[src/inc/pma_pkg.sv]
// Constants and types for program memory table access
package pma_pkg;

	// Special register addresses
	localparam int PMA_SFR_AW = 12;
	localparam logic [PMA_SFR_AW-1:0] PMA_LATCH_ADDR = 12'hff5;
	localparam logic [PMA_SFR_AW-1:0] PMA_PTR_LOW_ADDR = 12'hff6;
	localparam logic [PMA_SFR_AW-1:0] PMA_PTR_HIGH_ADDR = 12'hff7;
	localparam logic [PMA_SFR_AW-1:0] PMA_PTR_UPPER_ADDR = 12'hff8;

	// Pointer layout
	localparam int PMA_DATA_W = 8;
	localparam int PMA_PTR_W = 22;
	localparam int PMA_OFS_W = 21;
	localparam int PMA_ID_BIT = 21;
	localparam int PMA_HIGH_LSB = 8;
	localparam int PMA_UPPER_LSB = 16;
	localparam int PMA_UPPER_USED = 6;
	localparam int PMA_BLOCK_W = 16;
	localparam logic [PMA_OFS_W-1:0] PMA_OFS_ONE = 21'h000001;

	// Reset values
	localparam logic [PMA_DATA_W-1:0] PMA_LATCH_RST = 8'h00;
	localparam logic [PMA_DATA_W-1:0] PMA_BYTE_ZERO = 8'h00;
	localparam logic [PMA_PTR_W-1:0] PMA_PTR_RST = 22'h000000;
	localparam logic [PMA_BLOCK_W-1:0] PMA_BLOCK_RST = 16'h0000;

	typedef enum logic [1:0] {
		PMA_OP_KEEP = 2'b00,
		PMA_OP_POSTINC = 2'b01,
		PMA_OP_POSTDEC = 2'b10,
		PMA_OP_PREINC = 2'b11
	} pma_mode_t;

	typedef enum logic [1:0] {
		PMA_ST_IDLE = 2'b00,
		PMA_ST_READ = 2'b01,
		PMA_ST_PROG = 2'b10
	} pma_state_t;

endpackage

[src/inc/pma_step_if.sv]
// Pointer step request and result between the table unit and its pointer stepper
`timescale 1ns/1ps
interface pma_step_if;
	import pma_pkg::*;
	logic [PMA_PTR_W-1:0] ptr;
	pma_mode_t mode;
	logic [PMA_PTR_W-1:0] access_addr;
	logic [PMA_PTR_W-1:0] next_ptr;
	modport calc (input ptr, input mode, output access_addr, output next_ptr);
	modport user (output ptr, output mode, input access_addr, input next_ptr);
endinterface

[src/verilog/pma_ptr_step.sv]
// Pointer stepper: access address and updated pointer for each table mode
`timescale 1ns/1ps
module pma_ptr_step
	import pma_pkg::*;
(
	pma_step_if.calc st
);
	wire [PMA_OFS_W-1:0] ofs_inc;
	wire [PMA_OFS_W-1:0] ofs_dec;
	wire [PMA_PTR_W-1:0] ptr_inc;
	wire [PMA_PTR_W-1:0] ptr_dec;

	// Only the offset wraps; the space select bit rides along untouched
	assign ofs_inc = st.ptr[PMA_OFS_W-1:0] + PMA_OFS_ONE;
	assign ofs_dec = st.ptr[PMA_OFS_W-1:0] - PMA_OFS_ONE;
	assign ptr_inc = {st.ptr[PMA_ID_BIT], ofs_inc};
	assign ptr_dec = {st.ptr[PMA_ID_BIT], ofs_dec};

	assign st.access_addr = (st.mode == PMA_OP_PREINC) ? ptr_inc : st.ptr;
	assign st.next_ptr = (st.mode == PMA_OP_KEEP) ? st.ptr :
		(st.mode == PMA_OP_POSTDEC) ? ptr_dec : ptr_inc;
endmodule

[src/verilog/pma_table_access.sv]
// Table access unit: latch, 22-bit pointer and program memory transfers
//
// Behaviour
// - An 8-bit latch special register carries each byte of a table transfer.
// - Upper, high and low pointer bytes form one 22-bit program byte address.
// - The lower 21 pointer bits pick a byte in up to 2 Mbytes.
// - Pointer bit 21 switches table accesses to the identification space.
// - Automatic pointer updates change only the lower 21 bits.
// - Plain read and write access the pointer and leave it unchanged.
// - Post-increment variants access the pointer, then add one.
// - Post-decrement variants access the pointer, then subtract one.
// - Pre-increment variants add one first, then access the new address.
// - Each table read fetches one byte into the latch.
// - Memory is programmed in two-byte blocks, one byte per table write.
// - An even-address write copies the latch to the holding byte only.
// - The holding byte cannot be read or written by software.
// - An odd-address write starts a long write of the block.
// - Long write puts latch in the high byte, holding byte in low.
`timescale 1ns/1ps
module pma_table_access
	import pma_pkg::*;
(
	input wire logic clk_i,
	input wire logic rst_i,
	// Special register port
	input wire logic [PMA_SFR_AW-1:0] sfr_addr_i,
	input wire logic sfr_wr_i,
	input wire logic sfr_rd_i,
	input wire logic [PMA_DATA_W-1:0] sfr_wdata_i,
	output logic [PMA_DATA_W-1:0] sfr_rdata_o,
	output logic sfr_hit_o,
	// Table operation request from the core
	input wire logic op_valid_i,
	input wire logic op_write_i,
	input wire pma_mode_t op_mode_i,
	output logic busy_o,
	output logic op_done_o,
	// Program memory array side
	output logic mem_rd_o,
	output logic mem_wr_o,
	output logic [PMA_PTR_W-1:0] mem_addr_o,
	output logic mem_id_space_o,
	output logic [PMA_BLOCK_W-1:0] mem_wdata_o,
	input wire logic [PMA_DATA_W-1:0] mem_rdata_i,
	input wire logic mem_rvalid_i,
	input wire logic mem_wdone_i
);

	// Address decode used for every register
	function automatic logic sfr_match(
		input logic [PMA_SFR_AW-1:0] addr,
		input logic [PMA_SFR_AW-1:0] target
	);
		sfr_match = (addr == target);
	endfunction

	// State
	pma_state_t state_r;
	pma_state_t state_nxt;
	logic busy_r;
	logic busy_nxt;
	logic [PMA_DATA_W-1:0] latch_r;
	logic [PMA_DATA_W-1:0] latch_nxt;
	logic [PMA_PTR_W-1:0] ptr_r;
	logic [PMA_PTR_W-1:0] ptr_nxt;
	logic [PMA_PTR_W-1:0] ptr_sw;
	logic mem_rd_r;
	logic mem_wr_r;
	logic [PMA_PTR_W-1:0] mem_addr_r;
	logic [PMA_PTR_W-1:0] mem_addr_nxt;
	logic mem_id_r;
	logic [PMA_BLOCK_W-1:0] wdata_r;
	logic [PMA_BLOCK_W-1:0] wdata_nxt;
	logic [PMA_DATA_W-1:0] rdata_r;
	logic [PMA_DATA_W-1:0] rdata_nxt;
	logic hit_r;
	logic done_r;
	logic done_nxt;

	// Decode
	wire sel_latch;
	wire sel_low;
	wire sel_high;
	wire sel_upper;
	wire sel_any;
	wire wr_latch;
	wire wr_low;
	wire wr_high;
	wire wr_upper;
	wire [PMA_DATA_W-1:0] upper_view;
	wire [PMA_DATA_W-1:0] rd_mux;

	// Operation control
	wire idle;
	wire accept;
	wire rd_go;
	wire wr_go;
	wire wr_short;
	wire wr_long;
	wire read_back;
	wire prog_end;
	wire [PMA_DATA_W-1:0] hold_byte;

	pma_step_if step ();

	pma_ptr_step u_step (
		.st(step.calc)
	);

	pma_wr_pair u_pair (
		.clk_i(clk_i),
		.rst_i(rst_i),
		.wr_i(wr_go),
		.addr_lsb_i(step.access_addr[0]),
		.latch_i(latch_r),
		.short_o(wr_short),
		.long_o(wr_long),
		.hold_o(hold_byte)
	);

	assign sel_latch = sfr_match(sfr_addr_i, PMA_LATCH_ADDR);
	assign sel_low = sfr_match(sfr_addr_i, PMA_PTR_LOW_ADDR);
	assign sel_high = sfr_match(sfr_addr_i, PMA_PTR_HIGH_ADDR);
	assign sel_upper = sfr_match(sfr_addr_i, PMA_PTR_UPPER_ADDR);
	assign sel_any = sel_latch | sel_low | sel_high | sel_upper;
	assign wr_latch = sfr_wr_i & sel_latch;
	assign wr_low = sfr_wr_i & sel_low;
	assign wr_high = sfr_wr_i & sel_high;
	assign wr_upper = sfr_wr_i & sel_upper;

	// Unused upper bits above the space select read as zero
	assign upper_view = {{(PMA_DATA_W - PMA_UPPER_USED){1'b0}},
		ptr_r[PMA_PTR_W-1:PMA_UPPER_LSB]};
	assign rd_mux = sel_latch ? latch_r :
		sel_low ? ptr_r[PMA_HIGH_LSB-1:0] :
		sel_high ? ptr_r[PMA_UPPER_LSB-1:PMA_HIGH_LSB] :
		sel_upper ? upper_view : PMA_BYTE_ZERO;
	assign rdata_nxt = sfr_rd_i ? rd_mux : PMA_BYTE_ZERO;

	// A new operation is taken only while nothing is outstanding
	assign idle = (state_r == PMA_ST_IDLE);
	assign accept = op_valid_i & idle;
	assign rd_go = accept & ~op_write_i;
	assign wr_go = accept & op_write_i;
	assign read_back = (state_r == PMA_ST_READ) & mem_rvalid_i;
	assign prog_end = (state_r == PMA_ST_PROG) & mem_wdone_i;

	assign step.ptr = ptr_r;
	assign step.mode = op_mode_i;

	// Software pointer writes, one byte lane each
	assign ptr_sw = {
		wr_upper ? sfr_wdata_i[PMA_UPPER_USED-1:0] : ptr_r[PMA_PTR_W-1:PMA_UPPER_LSB],
		wr_high ? sfr_wdata_i : ptr_r[PMA_UPPER_LSB-1:PMA_HIGH_LSB],
		wr_low ? sfr_wdata_i : ptr_r[PMA_HIGH_LSB-1:0]
	};

	// An accepted operation's pointer update wins over a same-cycle register write
	assign ptr_nxt = accept ? step.next_ptr : ptr_sw;

	// Fetched byte wins over a same-cycle software write
	assign latch_nxt = read_back ? mem_rdata_i :
		wr_latch ? sfr_wdata_i : latch_r;

	// Full access address, bit 21 selecting the identification space
	assign mem_addr_nxt = (rd_go | wr_long) ? step.access_addr : mem_addr_r;
	assign wdata_nxt = wr_long ? {latch_r, hold_byte} : wdata_r;

	assign state_nxt = (idle & rd_go) ? PMA_ST_READ :
		(idle & wr_long) ? PMA_ST_PROG :
		(read_back | prog_end) ? PMA_ST_IDLE : state_r;
	assign busy_nxt = (state_nxt != PMA_ST_IDLE);
	assign done_nxt = wr_short | read_back | prog_end;

	always_ff @(posedge clk_i) begin
		if (rst_i) begin
			state_r <= PMA_ST_IDLE;
			busy_r <= 1'b0;
			done_r <= 1'b0;
		end else begin
			state_r <= state_nxt;
			busy_r <= busy_nxt;
			done_r <= done_nxt;
		end
	end

	always_ff @(posedge clk_i) begin
		if (rst_i) begin
			latch_r <= PMA_LATCH_RST;
			ptr_r <= PMA_PTR_RST;
		end else begin
			latch_r <= latch_nxt;
			ptr_r <= ptr_nxt;
		end
	end

	always_ff @(posedge clk_i) begin
		if (rst_i) begin
			mem_rd_r <= 1'b0;
			mem_wr_r <= 1'b0;
			mem_addr_r <= PMA_PTR_RST;
			mem_id_r <= 1'b0;
			wdata_r <= PMA_BLOCK_RST;
		end else begin
			mem_rd_r <= rd_go;
			mem_wr_r <= wr_long;
			mem_addr_r <= mem_addr_nxt;
			mem_id_r <= mem_addr_nxt[PMA_ID_BIT];
			wdata_r <= wdata_nxt;
		end
	end

	always_ff @(posedge clk_i) begin
		if (rst_i) begin
			rdata_r <= PMA_BYTE_ZERO;
			hit_r <= 1'b0;
		end else begin
			rdata_r <= rdata_nxt;
			hit_r <= sfr_rd_i & sel_any;
		end
	end

	assign sfr_rdata_o = rdata_r;
	assign sfr_hit_o = hit_r;
	assign busy_o = busy_r;
	assign op_done_o = done_r;
	assign mem_rd_o = mem_rd_r;
	assign mem_wr_o = mem_wr_r;
	assign mem_addr_o = mem_addr_r;
	assign mem_id_space_o = mem_id_r;
	assign mem_wdata_o = wdata_r;
endmodule

[src/verilog/pma_wr_pair.sv]
// Write pairing: hidden holding byte and short/long write decision
`timescale 1ns/1ps
module pma_wr_pair
	import pma_pkg::*;
(
	input wire logic clk_i,
	input wire logic rst_i,
	input wire logic wr_i,
	input wire logic addr_lsb_i,
	input wire logic [PMA_DATA_W-1:0] latch_i,
	output logic short_o,
	output logic long_o,
	output logic [PMA_DATA_W-1:0] hold_o
);
	logic [PMA_DATA_W-1:0] hold_r;

	assign short_o = wr_i & ~addr_lsb_i;
	assign long_o = wr_i & addr_lsb_i;
	assign hold_o = hold_r;

	// Holding byte has no register address; only even writes load it
	always_ff @(posedge clk_i) begin
		if (rst_i) begin
			hold_r <= PMA_LATCH_RST;
		end else if (short_o) begin
			hold_r <= latch_i;
		end
	end
endmodule
[config.mk]
export PLATFORM = sky130hd
export DESIGN_NAME = pma_table_access
export DESIGN_NICKNAME = d
export VERILOG_FILES = /design/src/inc/pma_pkg.sv /design/src/inc/pma_step_if.sv /design/src/verilog/pma_ptr_step.sv /design/src/verilog/pma_table_access.sv /design/src/verilog/pma_wr_pair.sv
export SDC_FILE = /design/constraint.sdc
export NUM_CORES = 1
export LEC_CHECK = 0
export BUFFER_PORTS_ARGS = -buffer_cell sky130_fd_sc_hd__buf_2
export CELL_PAD_IN_SITES_DETAIL_PLACEMENT = 0
export CELL_PAD_IN_SITES_GLOBAL_PLACEMENT = 1
export CORE_MARGIN = 2
export CORE_UTILIZATION = 37
export CTS_CLUSTER_DIAMETER = 30
export DETAILED_ROUTE_END_ITERATION = 10
export PLACE_DENSITY_LB_ADDON = 0.1
export SYNTH_ARGS = -nofsm -noshare
export SYNTH_HDL_FRONTEND = slang
export SYNTH_SLANG_ARGS = --single-unit
[constraint.sdc]
create_clock -name clk_i -period 2.1 [get_ports clk_i]
set_input_delay 0.42 -clock clk_i [delete_from_list [all_inputs] [get_ports clk_i]]
set_output_delay 0.42 -clock clk_i [all_outputs]
set_load 0.05 [all_outputs]
==> qor.yml, run 1 <==
status: "completed"
clock_sinks: 91
synth_edf_count: 0
die_area_sq_mm: 0.0139
ant_nets: 0
dp_hpwl_um: 11600
drive_gt1_share_pct: 26.5
syn-num-nets: 626
cts_buffer_depth: 2
cts_tree: "done"
cts_made_buffers: 9
grt_use_total_pct: 22.1
critPathArrivalTime_ps: 2310
grt_pass1_wl_um: 24100
setup_viol: 0
grt-ovfl-total: 0
fmax_mhz: 481
drv_slew: 0
synth_flop_cell: "dfxtp_1"
ir_drop_v: 0.000350
die_w_um: 118
die_h_um: 118
place.gp.congestion: 0.912
initialDrtViolationCount: 275
netlist_instances: 586
power.total_uw: 4590
synth-seq-cells: 91
path_clk_slew_ps: 70
regArea_sq_mm: 0.00182
drc: 0
routed_wl_um: 15300
min_path_type: "in -> reg"
h-tree-depth: 3
synth_top_area_share_pct: 37.9
synth_cell_types: 57
drv_cap: 0
max_slew_margin_pct: 60.2
power.density_mw_per_mm2: 764
yosys_warnings: 0
vias: 4675
initial_core_util_pct: 38.0
postSynthAreaPerCell_sq_um: 8.19
fin_cells: 871
synth_area_sq_mm: 0.00480
worstPathRequired_ps: 2330
core-area_sq_mm: 0.0126
antenna_found_initial: 0
syn_to_final_growth_pct: 25.0
rsz0062_at_grt: "true"
nFillCells: 1285
drt_first_pass_iters: 6
numPlacedInstances: 854
path_max_fanout: 2
synth_commonest_cells: "dfxtp_1 (91), nand2_1 (80), nor2_1 (65)"
hold_violations: 0
nets: 734
power_leakage_uw: 0.00233
end_kind: "flop"
startpoint_type: "flop"
yosysSeqAreaShare_pct: 37.9
synth_most_common_cell: "dfxtp_1"
io_pins: 90
yosysTopAreaCell: "dfxtp_1"
root_buffer: "clkbuf_16"
clock_latency_ps: 360
worst_pin_slew_ps: 590
critPathKind: "reg -> reg"
vias_per_cell: 5.37
grt_pass1_vias: 4452
finalClockSkew_ps: 8.07
yosys-top-cells-area: "dfxtp_1 (38%), nand2_1 (6.3%), nor2_1 (5.1%)"
finalWorstPathRequiredPeriod_ps: 2080
antenna_cells: 0
num_rows: 41
multi_input_area_sq_mm: 0.00269
async_flop_share_pct: 0
routedWlPerCell_um: 17.5
grt_max_degree: 55
numPortBuffers: 89
min_period_over_period_pct: 99.1
## per-layer routing
layer | vias to the layer above | global-route usage (%) | part of all wire (%) | routed length (um)
met3 | 42 | 4.75 | 6.2 | 938
met2 | 173 | 33.1 | 43 | 6620
li1 | 2339 | - | - | -
met4 | 0 | 13.6 | 4.9 | 751
met5 | - | 0 | 0 | 0
met1 | 2121 | 29.0 | 45 | 6940
## kinds of logic (layout without fill, tap and decap cells)
family	after synthesis	count (layout)	share of synthesized area (%)
multiplexers	20	20	4.17
AND/OR/NAND/NOR	250	250	26.5
XOR/XNOR	22	22	4.01
buffers and inverters	64	177	6.65
flip-flops	91	91	37.9
AO/OA/AOI/OAI	137	137	20.2
adder cells (fa/ha/maj)	2	2	0.521
## flip-flops by register name, indices dropped and copies added (netlist names)
signal         cells
sfr_rdata_o        8
sfr_hit_o          1
latch_r            8
op_done_o          1
mem_addr_o        22
busy_o             1
mem_wr_o           1
u_pair.hold_o      8
mem_wdata_o       16
ptr_r             22
state_r            2
mem_rd_o           1
## layout make-up
type	count	share of cell area (%)
Multi-Input combinational cell	431	44.8
Sequential cell	91	30.4
Tap cell	172	3.59
Clock inverter	6	0.896
Timing Repair Buffer	146	15.4
Inverter	15	0.938
Clock buffer	10	3.98
## through the flow
| step | hold slack [ps] | instance area, sq um | setup WS [ps] | TNS (ps) | util, % |
|---|---|---|---|---|---|
| global placement | 445 | 5690 | 38.1 | 0 | 45.1 |
| floorplan | 431 | 4800 | -7.71 | -41.9 | - |
| detailed placement | 446 | 5690 | -44.4 | -84.6 | 45.1 |
| finish | 348 | 6000 | 19.5 | 0 | 47.6 |
| CTS | 337 | 5980 | 5.04 | 0 | 47.4 |
| global route | 367 | 6000 | -12.9 | -12.9 | 47.6 |
## final timing paths
check                 startpoint             end  slack (ps)  depth (start not counted)
hold / removal    sfr_wdata_i[5]       ptr_r[21]         350                          3
setup / recovery       ptr_r[15]       ptr_r[20]          20                          5
hold reg to reg   mem_wdata_o[0]  mem_wdata_o[0]         450                          2
setup reg to reg       ptr_r[15]       ptr_r[20]          20                          5
## where the power goes
group | internal (uW) | total [uW] | switching [uW]
clock | 859 | 1640 | 778
combinational | 386 | 1040 | 653
sequential | 1820 | 1910 | 90.9
total | 3070 | 4590 | 1520
## critical path, stage by stage, from the launching register on
cell      delay, ps
dfxtp_2         320
or4_4           520
or4_4           450
or4_4           440
nand4_1         120
nand4b_1        100
## cells in the final DEF (no fill, tap or decap), types with 7 or more instances in the layout
cell type	instances
dfxtp_1	90
buf_2	89
nand2_1	80
nor2_1	65
buf_4	53
a21oi_1	41
a211oi_1	27
mux2i_1	20
xnor2_1	17
inv_1	15
nand4_1	14
o32ai_1	14
nand3_1	13
nor3_1	12
o31a_1	11
o21ai_0	10
or3_1	9
clkbuf_16	9
a31oi_1	7
## what timing repair did
action	4_1_cts	5_1_grt
endpoints found under the setup margin	0	7
endpoints found under the hold margin	0	0
resized for setup	0	5
setup buffers	0	1
hold buffers	0	0
No activity file was read; power rests on OpenSTA's default activity.
==> run 2, diff against run 1 <==
--- a/config.mk
+++ b/config.mk
@@ -5,11 +5,12 @@
 export SDC_FILE = /design/constraint.sdc
 export NUM_CORES = 1
 export LEC_CHECK = 0
+export ABC_AREA = 1
 export BUFFER_PORTS_ARGS = -buffer_cell sky130_fd_sc_hd__buf_2
 export CELL_PAD_IN_SITES_DETAIL_PLACEMENT = 0
 export CELL_PAD_IN_SITES_GLOBAL_PLACEMENT = 1
 export CORE_MARGIN = 2
-export CORE_UTILIZATION = 37
+export CORE_UTILIZATION = 35
 export CTS_CLUSTER_DIAMETER = 30
 export DETAILED_ROUTE_END_ITERATION = 10
 export PLACE_DENSITY_LB_ADDON = 0.1
==> qor.yml, run 2 <==
grt_use_total_pct: 24.4  # +2.3 points
placed_area_sq_mm: 0.00590  # +3.7%
root_buffer: "clkbuf_16"
power_frac_seq_pct: 39.3  # -2.4 points
cts_made_buffers: 9  # unchanged
finalWorstPathRequiredPeriod_ps: 1970  # -110 ps
hold_path_startpoint: "sfr_rd_i"
cp-startpoint: "ptr_r[2]"
path_max_fanout: 9  # +7
clock_sinks: 91  # unchanged
power.density_mw_per_mm2: 815  # +6.6%
finalClockSkew_ps: 9.34  # +1.28 ps
drv_slew: 0  # unchanged
postCtsSetupBuffers: 0  # unchanged
rsz0062_at_grt: "false"
critPathArrivalTime_ps: 2220  # -90 ps
initialDrtViolationCount: 467  # +70%
synth_area_sq_mm: 0.00515  # +7.3%
cts_buffer_depth: 2  # unchanged
setup_viol: 0  # unchanged
cts_tree: "done"
synth_commonest_cells: "nand2_1 (159), nor2_1 (157), o21ai_0 (108)"
num_rows: 44  # +7.3%
ant_nets: 0  # unchanged
min_period_over_period_pct: 93.8  # -5.2 points
drive_gt1_share_pct: 17.3  # -9.1 points
routedWlPerCell_um: 17.3  # -1.3%
layout_common_cells: "nand2_1 (159), nor2_1 (157), o21ai_0 (108), dfxtp_1 (91), buf_2 (89)"
p_switching_uw: 1880  # +23%
place.gp.congestion: 0.933  # +2.3%
power_leakage_uw: 0.00283  # +21%
comb_power_share_pct: 25.9  # +3.2 points
nets: 958  # +31%
critPathKind: "reg -> reg"
internal_power_uw: 3190  # +4.0%
drv_cap: 0  # unchanged
fin_area_sq_mm: 0.00622  # +3.6%
worstPathRequired_ps: 2350  # +20 ps
worst_pin_slew_ps: 563  # -27.3 ps
routed_wl_um: 19100  # +26%
die_w_um: 125  # +6.3%
max_slew_margin_pct: 62.3  # +2.1 points
yosys-top-cells-area: "dfxtp_1 (35%), nand2_1 (12%), nor2_1 (11%)"
syn_to_final_growth_pct: 20.7
grt_max_degree: 42  # -24%
dp_hpwl_um: 15000  # +29%
synth_cell_types: 35  # -39%
min_path_type: "in -> reg"
grt-ovfl-total: 0  # unchanged
synth-seq-cells: 91  # unchanged
synth_top_area_share_pct: 35.4  # -2.6 points
startpoint_type: "flop"
numPortBuffers: 89  # unchanged
postSynthAreaPerCell_sq_um: 6.25  # -24%
antenna_cells: 0  # unchanged
yosysTopAreaCell: "dfxtp_1"
ir_drop_v: 0.000409  # +17%
h-tree-depth: 3  # unchanged
synth_flop_cell: "dfxtp_1"
yosysSeqAreaShare_pct: 35.4  # -2.6 points
drc: 0  # unchanged
status: "completed"
fmax_mhz: 507  # +5.6%
drt_first_pass_iters: 5  # -1
synth_edf_count: 0  # unchanged
fin_setup_tns_ps: 0  # unchanged
grt_pass1_wl_um: 30200  # +26%
power_frac_clock_pct: 34.8  # -0.9 points
yosys_warnings: 0  # unchanged
die_h_um: 125  # +6.3%
hold_violations: 0  # unchanged
antenna_found_initial: 0  # unchanged
initial_core_util_pct: 35.6  # -2.5 points
netlist_instances: 825  # +41%
path_clk_slew_ps: 80  # about the same
grt_pass1_vias: 5679  # +28%
synth_most_common_cell: "nand2_1"
final_common_cell: "nand2_1"
swShare_pct: 37.1  # +3.9 points
io_pins: 90  # unchanged
end_kind: "flop"
async_flop_share_pct: 0  # unchanged
syn-num-nets: 865  # +38%
vias: 5803  # +24%
clock_latency_ps: 360  # about the same
die_area_sq_mm: 0.0157  # +13%
vias_per_cell: 5.24  # -2.3%
core-area_sq_mm: 0.0145  # +15%
worstReg2RegStart: "ptr_r[2]"
[run 2: layer usage]
metal  track usage, %  wire [um]  up-vias  part of all wire, %
met3             3.55       1020       41                  5.3
met5                0          0        -                    0
met2             41.6       9210      180                   48
li1                 -          -     2894                    -
met4             10.8        619        0                  3.2
met1             30.7       8290     2688                   43
[run 2: path summary, 6_finish.rpt]
check               endpoint  slack [ps]  cells after the start
max                ptr_r[16]         130                      7
min                sfr_hit_o         330                      3
max reg2reg        ptr_r[16]         130                      7
min reg2reg  mem_wdata_o[14]         470                      2
[run 2: kinds of logic after synthesis]
family	synth area share, %
flops	35.4
compound gates	20.6
buf+inv	8.94
fa+ha+maj	0.486
xor+xnor	1.85
simple gates	32.7
[run 2: what timing repair did]
| action | CTS | global route |
|---|---|---|
| setup endpoints to repair | 0 | 1 |
| endpoints found under the hold margin | 0 | 0 |
| hold buffers | 0 | 0 |
| resized for setup | 0 | 1 |
[run 2: critical path, cell delays in order (launching register included)]
cell     delay (ps)
dfxtp_1         580
nand3_1         340
inv_1           160
nand2_1         140
o21ai_0         280
nand3_1         160
nand3_1         130
a21oi_1          70
[run 2: final cells by class]
cell class / instances / area [sq um]
Tap cell: 184 / 230
Sequential cell: 91 / 1820
Multi-Input combinational cell: 624 / 2870
Fill cell: 1626 / 8260
Clock buffer: 9 / 225
Timing Repair Buffer: 126 / 723
Clock inverter: 7 / 93.8
Inverter: 66 / 250
[run 2: through the flow]
stage	cells	util, %	setup WS [ps]	power [uW]	hold WS (ps)
2_1_floorplan	825	-	528	2900	450
3_5_place_dp	1091	40.7	64.8	3330	466
3_3_place_gp	1091	40.7	150	3330	460
6_report	1107	42.9	130	5070	328
4_1_cts	1107	42.9	183	5090	323
5_1_grt	1107	42.9	16.1	5310	357
[run 2: power groups by stage]
| stage | clock [uW] | sequential (uW) | combinational, uW |
|---|---|---|---|
| 2_1_floorplan | 0 | 2170 | 730 |
| 3_3_place_gp | 0 | 2030 | 1300 |
| 3_5_place_dp | 0 | 2030 | 1300 |
| 4_1_cts | 1790 | 1990 | 1310 |
| 5_1_grt | 1860 | 2010 | 1450 |
| 6_report | 1760 | 1990 | 1310 |
